===== src/hdl/cpt_pkg.sv =====
`default_nettype none
package cpt_pkg;

	// ****************************************
	// counter clear selection
	// ****************************************
	localparam logic [1:0] CPT_CLR_NONE = 2'h0;
	localparam logic [1:0] CPT_CLR_A = 2'h1;
	localparam logic [1:0] CPT_CLR_B = 2'h2;

	// ****************************************
	// compare-match pin actions
	// ****************************************
	localparam logic [1:0] CPT_ACT_PORT = 2'h0;
	localparam logic [1:0] CPT_ACT_LOW = 2'h1;
	localparam logic [1:0] CPT_ACT_HIGH = 2'h2;
	localparam logic [1:0] CPT_ACT_TOG = 2'h3;

	// ****************************************
	// external edge selection
	// ****************************************
	localparam logic [1:0] CPT_EDGE_RISE = 2'h0;
	localparam logic [1:0] CPT_EDGE_FALL = 2'h1;

	// ****************************************
	// count source selection
	// ****************************************
	typedef enum logic [2:0] {
		CPT_SRC_DIV1 = 3'b000,
		CPT_SRC_DIV2 = 3'b001,
		CPT_SRC_DIV4 = 3'b010,
		CPT_SRC_DIV8 = 3'b011,
		CPT_SRC_DIV32 = 3'b100,
		CPT_SRC_EXTA = 3'b101,
		CPT_SRC_EXTB = 3'b110
	} cpt_src_t;

	// ****************************************
	// reset values and limits
	// ****************************************
	localparam logic [15:0] CPT_COUNT_RST = 16'h0000;
	localparam logic [15:0] CPT_COUNT_MAX = 16'hffff;
	localparam logic [15:0] CPT_CMP_RST = 16'hffff;
	localparam logic [4:0] CPT_PRE_RST = 5'h00;

endpackage
`default_nettype wire


===== src/hdl/cpt_timer.sv =====
`timescale 1ns/1ps
`default_nettype none
// What this block does
// - counter advances on clock divided 1,2,4,8,32 or chosen external pin edge
// - clear selection 00 lets the counter run free and wrap every 65536 counts
// - clear selection 01 or 10 zeroes counter on match, period register plus one
// - run bit 1 starts counting, 0 stops it
// - equality of counter and register A or B drives its pin to set level
// - each pin separately compare output or left as port pin
// - match action low, high or toggle; same level leaves the pin alone
// - after configuring, pin holds level chosen by its action bits before match
// - match fires once at the matching count update, not again until next tick
// - stopping keeps pins except pwm pin A; action write reinitialises only low or high pins
// - clear on match at FFFF rolls to 0000 and sets overflow
// - interrupt request on either compare match and on overflow
// - with buffering on, buffer value loads into compare register on its match
// - pwm uses both registers for pin A only, pin B stays a port
// - pwm pin A goes high on match A, low on match B
// - pwm with equal registers keeps the output level
// - clearing on A or B allows duty from 0% to 100%
// - pwm select bit enters pwm, overriding the pin action settings
// - stopped pwm pin A starts high, low when clearing on register B
// - counter is readable at any time and writable by software
module cpt_timer
	import cpt_pkg::*;
(
	input wire logic clk_i,
	input wire logic rst_i,
	input wire logic count_run_bit_i,
	input wire logic [2:0] clk_src_sel_i,
	input wire logic [1:0] ext_edge_sel_i,
	input wire logic ext_clk_pin_a_i,
	input wire logic ext_clk_pin_b_i,
	input wire logic [1:0] clear_sel_i,
	input wire logic pwm_select_bit_i,
	input wire logic [1:0] pin_a_action_i,
	input wire logic [1:0] pin_b_action_i,
	input wire logic action_wr_i,
	input wire logic buf_a_en_i,
	input wire logic buf_b_en_i,
	input wire logic [15:0] buf_a_i,
	input wire logic [15:0] buf_b_i,
	input wire logic cmp_a_wr_i,
	input wire logic cmp_b_wr_i,
	input wire logic [15:0] cmp_wdata_i,
	input wire logic count_wr_i,
	input wire logic [15:0] count_wdata_i,
	input wire logic ovf_clr_i,
	output logic [15:0] timer_count_o,
	output logic [15:0] compare_reg_a_o,
	output logic [15:0] compare_reg_b_o,
	output logic wave_pin_a_o,
	output logic wave_pin_a_oe_o,
	output logic wave_pin_b_o,
	output logic wave_pin_b_oe_o,
	output logic match_a_o,
	output logic match_b_o,
	output logic overflow_flag_o,
	output logic irq_req_o
);

	// ****************************************
	// helper functions
	// ****************************************

	// level after a compare match for one action code
	function automatic logic match_level(input logic [1:0] act, input logic cur);
		case (act)
			CPT_ACT_LOW: match_level = 1'b0;
			CPT_ACT_HIGH: match_level = 1'b1;
			CPT_ACT_TOG: match_level = ~cur;
			default: match_level = cur;
		endcase
	endfunction

	// level shown before the first match: opposite of the match level
	function automatic logic init_level(input logic [1:0] act, input logic cur);
		case (act)
			CPT_ACT_LOW: init_level = 1'b1;
			CPT_ACT_HIGH: init_level = 1'b0;
			default: init_level = cur;
		endcase
	endfunction

	// ****************************************
	// state
	// ****************************************
	logic [4:0] prescale;
	logic [2:0] ext_a_sync;
	logic [2:0] ext_b_sync;
	logic [15:0] count;
	logic [15:0] cmp_a;
	logic [15:0] cmp_b;
	logic pin_a;
	logic pin_b;
	logic ovf_flag;

	// ****************************************
	// count source
	// ****************************************

	// free-running prescaler; divided rates are one-cycle enables
	always_ff @(posedge clk_i) begin
		if (rst_i) begin
			prescale <= CPT_PRE_RST;
		end else begin
			prescale <= prescale + 5'h01;
		end
	end

	// pins pass two flops; the third stage only keeps the old level
	always_ff @(posedge clk_i) begin
		if (rst_i) begin
			ext_a_sync <= 3'h0;
			ext_b_sync <= 3'h0;
		end else begin
			ext_a_sync <= {ext_a_sync[1:0], ext_clk_pin_a_i};
			ext_b_sync <= {ext_b_sync[1:0], ext_clk_pin_b_i};
		end
	end

	wire logic ext_now = (clk_src_sel_i == CPT_SRC_EXTB) ? ext_b_sync[1] : ext_a_sync[1];
	wire logic ext_old = (clk_src_sel_i == CPT_SRC_EXTB) ? ext_b_sync[2] : ext_a_sync[2];
	wire logic ext_rise = ext_now & ~ext_old;
	wire logic ext_fall = ~ext_now & ext_old;
	// edge 1x counts both edges; pulses shorter than a clock cycle can be lost
	wire logic ext_edge = (ext_edge_sel_i == CPT_EDGE_RISE) ? ext_rise :
		(ext_edge_sel_i == CPT_EDGE_FALL) ? ext_fall : (ext_rise | ext_fall);

	logic src_pulse;
	// source selection
	always_comb begin
		case (clk_src_sel_i)
			CPT_SRC_DIV1: src_pulse = 1'b1;
			CPT_SRC_DIV2: src_pulse = prescale[0];
			CPT_SRC_DIV4: src_pulse = &prescale[1:0];
			CPT_SRC_DIV8: src_pulse = &prescale[2:0];
			CPT_SRC_DIV32: src_pulse = &prescale;
			CPT_SRC_EXTA: src_pulse = ext_edge;
			CPT_SRC_EXTB: src_pulse = ext_edge;
			default: src_pulse = 1'b0;
		endcase
	end

	wire logic tick = count_run_bit_i & src_pulse;

	// ****************************************
	// match, clear and overflow
	// ****************************************
	wire logic match_a = tick & (count == cmp_a);
	wire logic match_b = tick & (count == cmp_b);
	wire logic clr_a = (clear_sel_i == CPT_CLR_A) & match_a;
	wire logic clr_b = (clear_sel_i == CPT_CLR_B) & match_b;
	wire logic clr_hit = clr_a | clr_b;
	// a clear at FFFF lands on 0000 exactly like a wrap
	wire logic ovf = tick & (count == CPT_COUNT_MAX);
	wire logic cmp_eq = (cmp_a == cmp_b);
	wire logic pwm = pwm_select_bit_i;

	wire logic [15:0] next_count = count_wr_i ? count_wdata_i :
		!tick ? count :
		clr_hit ? CPT_COUNT_RST :
		count + 16'h0001;

	// counter register; software write wins over a tick
	always_ff @(posedge clk_i) begin
		if (rst_i) begin
			count <= CPT_COUNT_RST;
		end else begin
			count <= next_count;
		end
	end

	// compare registers with optional buffer load on their own match
	always_ff @(posedge clk_i) begin
		if (rst_i) begin
			cmp_a <= CPT_CMP_RST;
			cmp_b <= CPT_CMP_RST;
		end else begin
			if (cmp_a_wr_i) begin
				cmp_a <= cmp_wdata_i;
			end else if (match_a && buf_a_en_i) begin
				cmp_a <= buf_a_i;
			end
			if (cmp_b_wr_i) begin
				cmp_b <= cmp_wdata_i;
			end else if (match_b && buf_b_en_i) begin
				cmp_b <= buf_b_i;
			end
		end
	end

	// sticky overflow; a set in the clearing cycle wins
	always_ff @(posedge clk_i) begin
		if (rst_i) begin
			ovf_flag <= 1'b0;
		end else begin
			ovf_flag <= ovf | (ovf_flag & ~ovf_clr_i);
		end
	end

	// ****************************************
	// waveform pins
	// ****************************************

	// stopped pwm preloads from the clear source only
	wire logic pwm_init = (clear_sel_i != CPT_CLR_B);
	wire logic pwm_next_a = !count_run_bit_i ? pwm_init :
		cmp_eq ? pin_a :
		match_a ? 1'b1 :
		match_b ? 1'b0 : pin_a;
	// action writes only reload low or high actions; toggle keeps level
	wire logic cmp_next_a = action_wr_i ? init_level(pin_a_action_i, pin_a) :
		match_a ? match_level(pin_a_action_i, pin_a) : pin_a;
	wire logic cmp_next_b = action_wr_i ? init_level(pin_b_action_i, pin_b) :
		match_b ? match_level(pin_b_action_i, pin_b) : pin_b;
	wire logic next_pin_a = pwm ? pwm_next_a : cmp_next_a;
	wire logic next_pin_b = pwm ? pin_b : cmp_next_b;

	// pin levels live in flops so stopping leaves them untouched, except pin A in pwm, which preloads
	always_ff @(posedge clk_i) begin
		if (rst_i) begin
			pin_a <= 1'b0;
			pin_b <= 1'b0;
		end else begin
			pin_a <= next_pin_a;
			pin_b <= next_pin_b;
		end
	end

	// ****************************************
	// outputs
	// ****************************************
	assign timer_count_o = count;
	assign compare_reg_a_o = cmp_a;
	assign compare_reg_b_o = cmp_b;
	assign wave_pin_a_o = pin_a;
	assign wave_pin_b_o = pin_b;
	assign wave_pin_a_oe_o = pwm | (pin_a_action_i != CPT_ACT_PORT);
	assign wave_pin_b_oe_o = !pwm & (pin_b_action_i != CPT_ACT_PORT);
	assign match_a_o = match_a;
	assign match_b_o = match_b;
	assign overflow_flag_o = ovf_flag;
	assign irq_req_o = match_a | match_b | ovf;
endmodule // cpt_timer
`default_nettype wire


===== config.mk =====
export PLATFORM = sky130hd
export DESIGN_NAME = cpt_timer
export DESIGN_NICKNAME = d
export VERILOG_FILES = /design/src/hdl/cpt_pkg.sv /design/src/hdl/cpt_timer.sv
export SDC_FILE = /design/constraint.sdc
export NUM_CORES = 1
export LEC_CHECK = 0
export ABC_CLOCK_PERIOD_IN_PS = 3700
export BUFFER_PORTS_ARGS = -buffer_cell sky130_fd_sc_hd__buf_2
export CORE_ASPECT_RATIO = 1.5
export CORE_MARGIN = 1
export CORE_UTILIZATION = 45
export CTS_CLUSTER_DIAMETER = 100
export DETAILED_ROUTE_END_ITERATION = 10
export GPL_TIMING_DRIVEN = 1
export PLACE_DENSITY = 0.74
export SLEW_MARGIN = 10
export SYNTH_ARGS = -nofsm -noshare
export SYNTH_HDL_FRONTEND = slang
export SYNTH_SLANG_ARGS = --single-unit

===== constraint.sdc =====
create_clock -name clk_i -period 3.7 [get_ports clk_i]
set_input_delay 0.74 -clock clk_i [delete_from_list [all_inputs] [get_ports clk_i]]
set_output_delay 0.74 -clock clk_i [all_outputs]
set_load 0.1 [all_outputs]

==> metrics.csv, run 1 <==
stage,metric,value,unit
routing,First DRT Iteration DRCs,173,
logic_synthesis,"EDFF count, synth",0,
die,die area,9260,um2
clocking,worst-skew pair later-pin latency,320,ps
sta,Fin Setup TNS,0,ps
routing,post-route ant nets,0,
critical_path,Reg2Reg Launch Point,prescale[0]$_SDFF_PP0_,
power,Seq pwr share,36.1,%
final_layout,Area Overhead vs Synth,26.9,%
power,total power,2160,uW
logic_synthesis,XOR/XNOR Fraction of Synth Area,14.0,%
critical_path,max incr delay on CP,360,ps
placement,I/O Buffers,143,
die,die height,117,um
routing,wire length per cell,15.7,um
logic_synthesis,fraction of registers with async set/reset,0,%
die,num ports,144,
critical_path,kind of critical path,in2out,
critical_path,CP arrival,2820,ps
power,Leakage,0.00220,uW
sta,final worst setup slack,142,ps
die,Die X,78.9,um
status,status,finished clean,
critical_path,WP data required,2960,ps
sta,Fin Hold WS,438,ps
logic_synthesis,post-synthesis cell count,454,
global_route,first-pass GRT wire length,17.8,mm
clocking,clock tree sinks,62,
final_layout,# diodes,0,
clocking,CTS max path bufs,2,
global_route,largest net degree at the start of global routing,53,
critical_path,WP buf/inv,3,
critical_path,Worst R2R Path Depth,11,
global_route,initial antenna violation count,0,
critical_path,CP top delay family,multiplexers,
logic_synthesis,Syn Nets,551,
logic_synthesis,Main synth FF type,dfxtp_1,
flow_run,Max Cap Violations,0,
placement,post-DP HPWL,8.48,mm
sta,Fin. Hold Viols,0,
critical_path,CP Capture Type,output port,
clocking,H-tree Lvls,3,
critical_path,Critical Path Stages,10,
final_layout,layout cells sized above 1,34.1,%
clocking,post-cts resize count,0,
sta,slew margin rel.,42.0,%
final_layout,Nets,684,
die,Core Rows,41,
sta,fin crit share,96.2,%
logic_synthesis,post-synthesis adder-cell area fraction,2.82,%
clocking,CTS tree,done,
routing,Routed WL,11.0,mm
power,PwrDens,427,nW/um2
power,Peak supply drop,366,uV
sta,RSZ-0062 raised after global routing,false,
logic_synthesis,sequential area share after synthesis,31.1,%
logic_synthesis,post-synthesis compound-gate area fraction,9.62,%
logic_synthesis,mux share of post-synthesis cell area,10.9,%
power,Psw,757,uW
clocking,"Clk pin slew, worst setup/hold paths",50,ps
clocking,clock buffer count from CTS,9,
critical_path,Critical-path top delay cell,mux2_2,
routing,routed vias,3743,
routing,Vias/cell,5.35,
critical_path,FF-to-FF End,compare_reg_a_o[11]$_SDFFE_PP1P_,
power,Sw Share,35.0,%
logic_synthesis,Simple-Gate Fraction of Synth Area,26.5,%
worst_hold_path,Hold Path Sink,ext_a_sync[1]$_SDFF_PP0_,
placement,pre-CTS setup slack,154,ps
logic_synthesis,"FF+latch count, synth",62,
worst_hold_path,HP Start,ext_a_sync[0]$_SDFF_PP0_,
global_route,gr usage total,24.7,%
critical_path,worst path cell trace,buf_2 > nand3b_1 > mux2_2 > ha_1 > mux2_2 > o2111ai_2 > nand3_1 > nand3_1 > inv_1 > buf_2,
power,combinational fraction of design power,26.8,%
sta,Worst Skew,6.50,ps
die,initial core utilization,46.9,%
clocking,Post-CTS Hold Buffers,0,
placement,placed cells,683,
logic_synthesis,"Avg Cell Area, Syn",8.79,um2
clocking,post-CTS setup buffer count,0,
sta,worst-margin pin slew,870,ps
sta,final setup vio count,0,
placement,GP Congestion,0.817,
sta,max-slew violation total from the final report,0,
global_route,Congestion Overflow GR,0,
die,core area,8520,um2
final_layout,Final Non-Filler Cells,699,
sta,FMAX,281,MHz
logic_synthesis,Mapped Area,3990,um2
power,Clk pwr share,37.2,%
clocking,root buffer cell,clkbuf_16,
worst_hold_path,Hold Crit Depth,1,
critical_path,CP Launch Type,primary input,
critical_path,r2r setup slk,910,ps
logic_synthesis,Synth cell types,44,
routing,DR DRC count,0,
power,Pint,1400,uW
worst_hold_path,Min-Delay Path Class,reg2reg,
sta,min Tclk post-route,3560,ps
logic_synthesis,largest family of logic cells by synthesized area,simple AND/OR/NAND/NOR gates,
routing,router iterations before antenna repair,4,
global_route,vias in the first global route,3676,
critical_path,CP max FO,5,
logic_synthesis,YS warnings,0,
[power by group through the flow]
| stage | Combinational (uW) | Sequential, uW | Clock, uW |
|---|---|---|---|
| after CTS | 581 | 778 | 818 |
| after global routing | 613 | 784 | 850 |
| after floorplan | 220 | 1010 | 0 |
| after global placement | 570 | 790 | 0 |
| after detailed placement | 578 | 792 | 0 |
| final | 579 | 779 | 803 |
[sequential cells by signal, indices dropped and copies added, names as in the netlist]
register         flops
prescale             5
wave_pin_b_o         1
compare_reg_b_o     16
ext_a_sync           3
timer_count_o       16
compare_reg_a_o     16
wave_pin_a_o         1
ext_b_sync           3
overflow_flag_o      1
[cell usage in the layout (no fill, tap or decap), types with 2 or more instances in the layout]
cell and count:
a211oi_1 2, a21oi_1 35, a22oi_1 2, a31o_2 2, a31oi_1 2, a31oi_4 2
and2_1 2, and3_1 5, buf_12 2, buf_2 141, buf_4 7, clkbuf_1 2
clkbuf_16 9, clkinv_2 4, dfxtp_1 62, ha_1 9, inv_1 12, mux2_2 20
mux2i_1 20, nand2_1 8, nand2b_1 24, nand3_1 23, nand3b_1 4, nand4_1 16
nor2_1 41, nor2b_1 23, nor3_1 10, nor3_2 6, nor3b_1 14, nor4_1 2
nor4_4 2, xnor2_1 56, xor2_1 8
[cells in the mapped netlist, types with 10 or more instances]
| master | number | area, um2 |
|---|---|---|
| a21oi_1 | 35 | 175 |
| clkbuf_1 | 15 | 56.3 |
| dfxtp_1 | 62 | 1240 |
| inv_1 | 13 | 48.8 |
| mux2_2 | 20 | 225 |
| mux2i_1 | 20 | 200 |
| nand2b_1 | 24 | 150 |
| nand3_1 | 24 | 120 |
| nand4_1 | 16 | 100 |
| nor2_1 | 41 | 154 |
| nor2b_1 | 23 | 144 |
| nor3_1 | 10 | 50.1 |
| nor3b_1 | 14 | 105 |
| xnor2_1 | 56 | 490 |
[worst max path at each step]
stage                                 from   endpoint  slack, ps
after floorplan           clk_src_sel_i[0]  irq_req_o         -8
after global placement    clk_src_sel_i[0]  match_a_o        240
after detailed placement  clk_src_sel_i[0]  match_a_o        150
after CTS                 clk_src_sel_i[0]  match_a_o        150
after global routing      clk_src_sel_i[0]  match_a_o         40
final                     clk_src_sel_i[0]  match_a_o        140
[through the flow]
stage,utilization [%],area (um2)
finish,59.5,5060
global route,59.5,5060
CTS,59.5,5060
detailed placement,56.2,4780
global placement,56.2,4780
floorplan,-,4000
[cells by family (layout without fill, tap and decap cells)]
| group | Yosys count | after routing |
|---|---|---|
| buf+inv | 41 | 179 |
| compound gates | 54 | 54 |
| simple gates | 183 | 183 |
| flops | 62 | 62 |
| fa+ha+maj | 9 | 9 |
| mux | 41 | 41 |
| xor+xnor | 64 | 64 |
[area by class of cell]
cell class / instances / area [um2]
fill: 810 / 3450
multi-input combinational: 351 / 2560
sequential: 62 / 1240
timing repair buffer: 150 / 798
clock buffer: 11 / 233
tap: 107 / 134
inverter: 13 / 52.6
clock inverter: 5 / 50.0
[layer usage]
metal | part of all wire [%] | global-route usage [%] | vias to the layer above
met2 | 55 | 46.3 | 109
met3 | 4.8 | 3.66 | 18
met5 | 0 | 0 | -
met1 | 38 | 26.5 | 1778
li1 | - | - | 1838
met4 | 2.3 | 10.6 | 0
Note: power is estimated with default switching activity, not from simulation.
==> run 2, diff against run 1 <==
--- a/config.mk
+++ b/config.mk
@@ -13,7 +13,7 @@
 export CTS_CLUSTER_DIAMETER = 100
 export DETAILED_ROUTE_END_ITERATION = 10
 export GPL_TIMING_DRIVEN = 1
-export PLACE_DENSITY = 0.74
+export PLACE_DENSITY = 0.85
 export SLEW_MARGIN = 10
 export SYNTH_ARGS = -nofsm -noshare
 export SYNTH_HDL_FRONTEND = slang
==> run 2 against run 1 <==
  * Final area grew 0.35%
  * Utilization grew 0.21 points
  * Global-route usage grew 1.5 points
  * Non-clock buffer count did not move
  * Sequential cell count unchanged
  * Clock skew decreased by 3.7 ps
  * Clock-buffer cell count decreased by 1
  * Sequential power about the same
  * Power increased by 2.0%
  * Combinational power rose by 1%
  * Critical path depth rose by 1
  * Largest power group unchanged
==> metrics.csv, run 2 (synthesized netlist as in run 1, its figures left out) <==
stage,metric,value,unit
status,status,finished clean,
routing,First DRT Iteration DRCs,187,
global_route,largest net degree at the start of global routing,53,
routing,wire length per cell,16.5,um
clocking,H-tree Lvls,3,
sta,slew margin rel.,44.2,%
sta,final setup vio count,0,
placement,dpl cell area,4780,um2
die,core area,8520,um2
sta,final worst setup slack,153,ps
sta,Worst Skew,2.79,ps
clocking,post-cts resize count,0,
routing,Vias/cell,5.56,
global_route,first-pass GRT wire length,18.6,mm
clocking,CTS max path bufs,2,
global_route,gr usage total,26.2,%
worst_hold_path,Min-Delay Path Class,reg2reg,
final_layout,Area Overhead vs Synth,27.3,%
critical_path,CP max FO,5,
clocking,post-CTS setup buffer count,0,
critical_path,worst path cell trace,buf_2 > nand3b_1 > mux2i_1 > inv_1 > ha_1 > mux2_2 > o2111ai_2 > nand3_1 > nand3_1 > inv_1 > buf_2,
die,Die X,78.9,um
placement,I/O Buffers,143,
die,num ports,144,
critical_path,CP Launch Type,primary input,
final_layout,Final Cell Area,5080,um2
sta,max-slew violation total from the final report,0,
routing,Routed WL,11.6,mm
global_route,vias in the first global route,3956,
final_layout,"commonest non-fill, non-tap cell in the layout",buf_2,
worst_hold_path,Hold Path Sink,ext_b_sync[1]$_SDFF_PP0_,
sta,FMAX,282,MHz
placement,post-DP HPWL,8.61,mm
placement,pre-CTS setup slack,193,ps
global_route,Congestion Overflow GR,0,
flow_run,Max Cap Violations,0,
clocking,root buffer cell,clkbuf_16,
sta,RSZ-0062 raised after global routing,false,
clocking,clock tree sinks,62,
clocking,CTS tree,done,
routing,router iterations before antenna repair,5,
critical_path,WP data required,2960,ps
global_route,initial antenna violation count,0,
clocking,Post-CTS Hold Buffers,0,
routing,routed vias,3884,
critical_path,FF-to-FF End,compare_reg_a_o[9]$_SDFFE_PP1P_,
final_layout,layout cells sized above 1,34.5,%
clocking,clock buffer count from CTS,9,
critical_path,Worst R2R Path Depth,11,
final_layout,# diodes,0,
power,Peak supply drop,327,uV
power,Leakage,0.00220,uW
critical_path,r2r setup slk,820,ps
sta,Fin Hold WS,440,ps
critical_path,kind of critical path,in2out,
die,Core Rows,41,
worst_hold_path,Hold Crit Depth,1,
critical_path,CP arrival,2810,ps
power,PwrDens,434,nW/um2
critical_path,Critical-path top delay cell,buf_2,
die,die height,117,um
sta,fin crit share,95.9,%
worst_hold_path,HP Start,ext_b_sync[0]$_SDFF_PP0_,
critical_path,Reg2Reg Launch Point,prescale[0]$_SDFF_PP0_,
die,initial core utilization,46.9,%
sta,Fin Setup TNS,0,ps
final_layout,most frequent cells in the layout,"141 x buf_2, 62 x dfxtp_1, 56 x xnor2_1, 41 x nor2_1, 35 x a21oi_1",
sta,Fin. Hold Viols,0,
routing,DR DRC count,0,
critical_path,max incr delay on CP,290,ps
critical_path,CP Capture Type,output port,
sta,worst-margin pin slew,837,ps
placement,GP Congestion,0.880,
sta,min Tclk post-route,3550,ps
routing,post-route ant nets,0,
clocking,worst-skew pair later-pin latency,340,ps
die,die area,9260,um2
final_layout,Nets,684,
clocking,"Clk pin slew, worst setup/hold paths",50,ps
## run 2: cell count changes in the layout (fill, tap and decap cells not counted)
cell	change
clkbuf_1	-2
clkbuf_8	+1
clkinvlp_4	+1
clkinv_4	+1
clkinv_2	-1
## run 2: layer usage
metal  vias up  wire length, um  global-route usage [%]
li1       1839                -                       -
met1      1822             4370                    27.9
met2       177             6020                    44.5
met3        46              648                    6.30
met4         0              511                    17.7
met5         -                0                       0
## run 2: power breakdown
part           switching (uW)  internal [uW]
sequential               69.4            709
combinational             408            178
clock                     305            536
total                     782           1420
## run 2: worst max path at each step
stage                     startpoint        end  slack (ps)  cells past startpoint
floorplan           clk_src_sel_i[0]  irq_req_o          -8                      9
global placement    clk_src_sel_i[0]  match_a_o         280                     10
detailed placement  clk_src_sel_i[0]  match_a_o         190                     10
CTS                 clk_src_sel_i[0]  match_a_o         160                     11
global route        clk_src_sel_i[0]  match_a_o          20                     11
finish              clk_src_sel_i[0]  match_a_o         150                     11
## run 2: critical path: cells and delay by family
family | cells | cell delay (ps)
AO/OA/AOI/OAI | 1 | 270
adder cells (fa/ha/maj) | 1 | 200
buffers and inverters | 4 | 540
multiplexers | 2 | 510
AND/OR/NAND/NOR | 3 | 540
## run 2: per-stage QoR
step | util (%) | std cells | total power (uW)
after floorplan | - | 454 | 1230
after detailed placement | 56.2 | 683 | 1370
after global routing | 59.7 | 699 | 2280
final | 59.7 | 699 | 2200
after global placement | 56.2 | 683 | 1360
after CTS | 59.7 | 699 | 2220
## run 2: final cells by class
cell class	count	area, um2
Sequential cell	62	1240
Inverter	13	52.6
Clock inverter	6	61.3
Tap cell	107	134
Multi-Input combinational cell	351	2560
Timing Repair Buffer	150	798
Fill cell	753	3430
Clock buffer	10	239
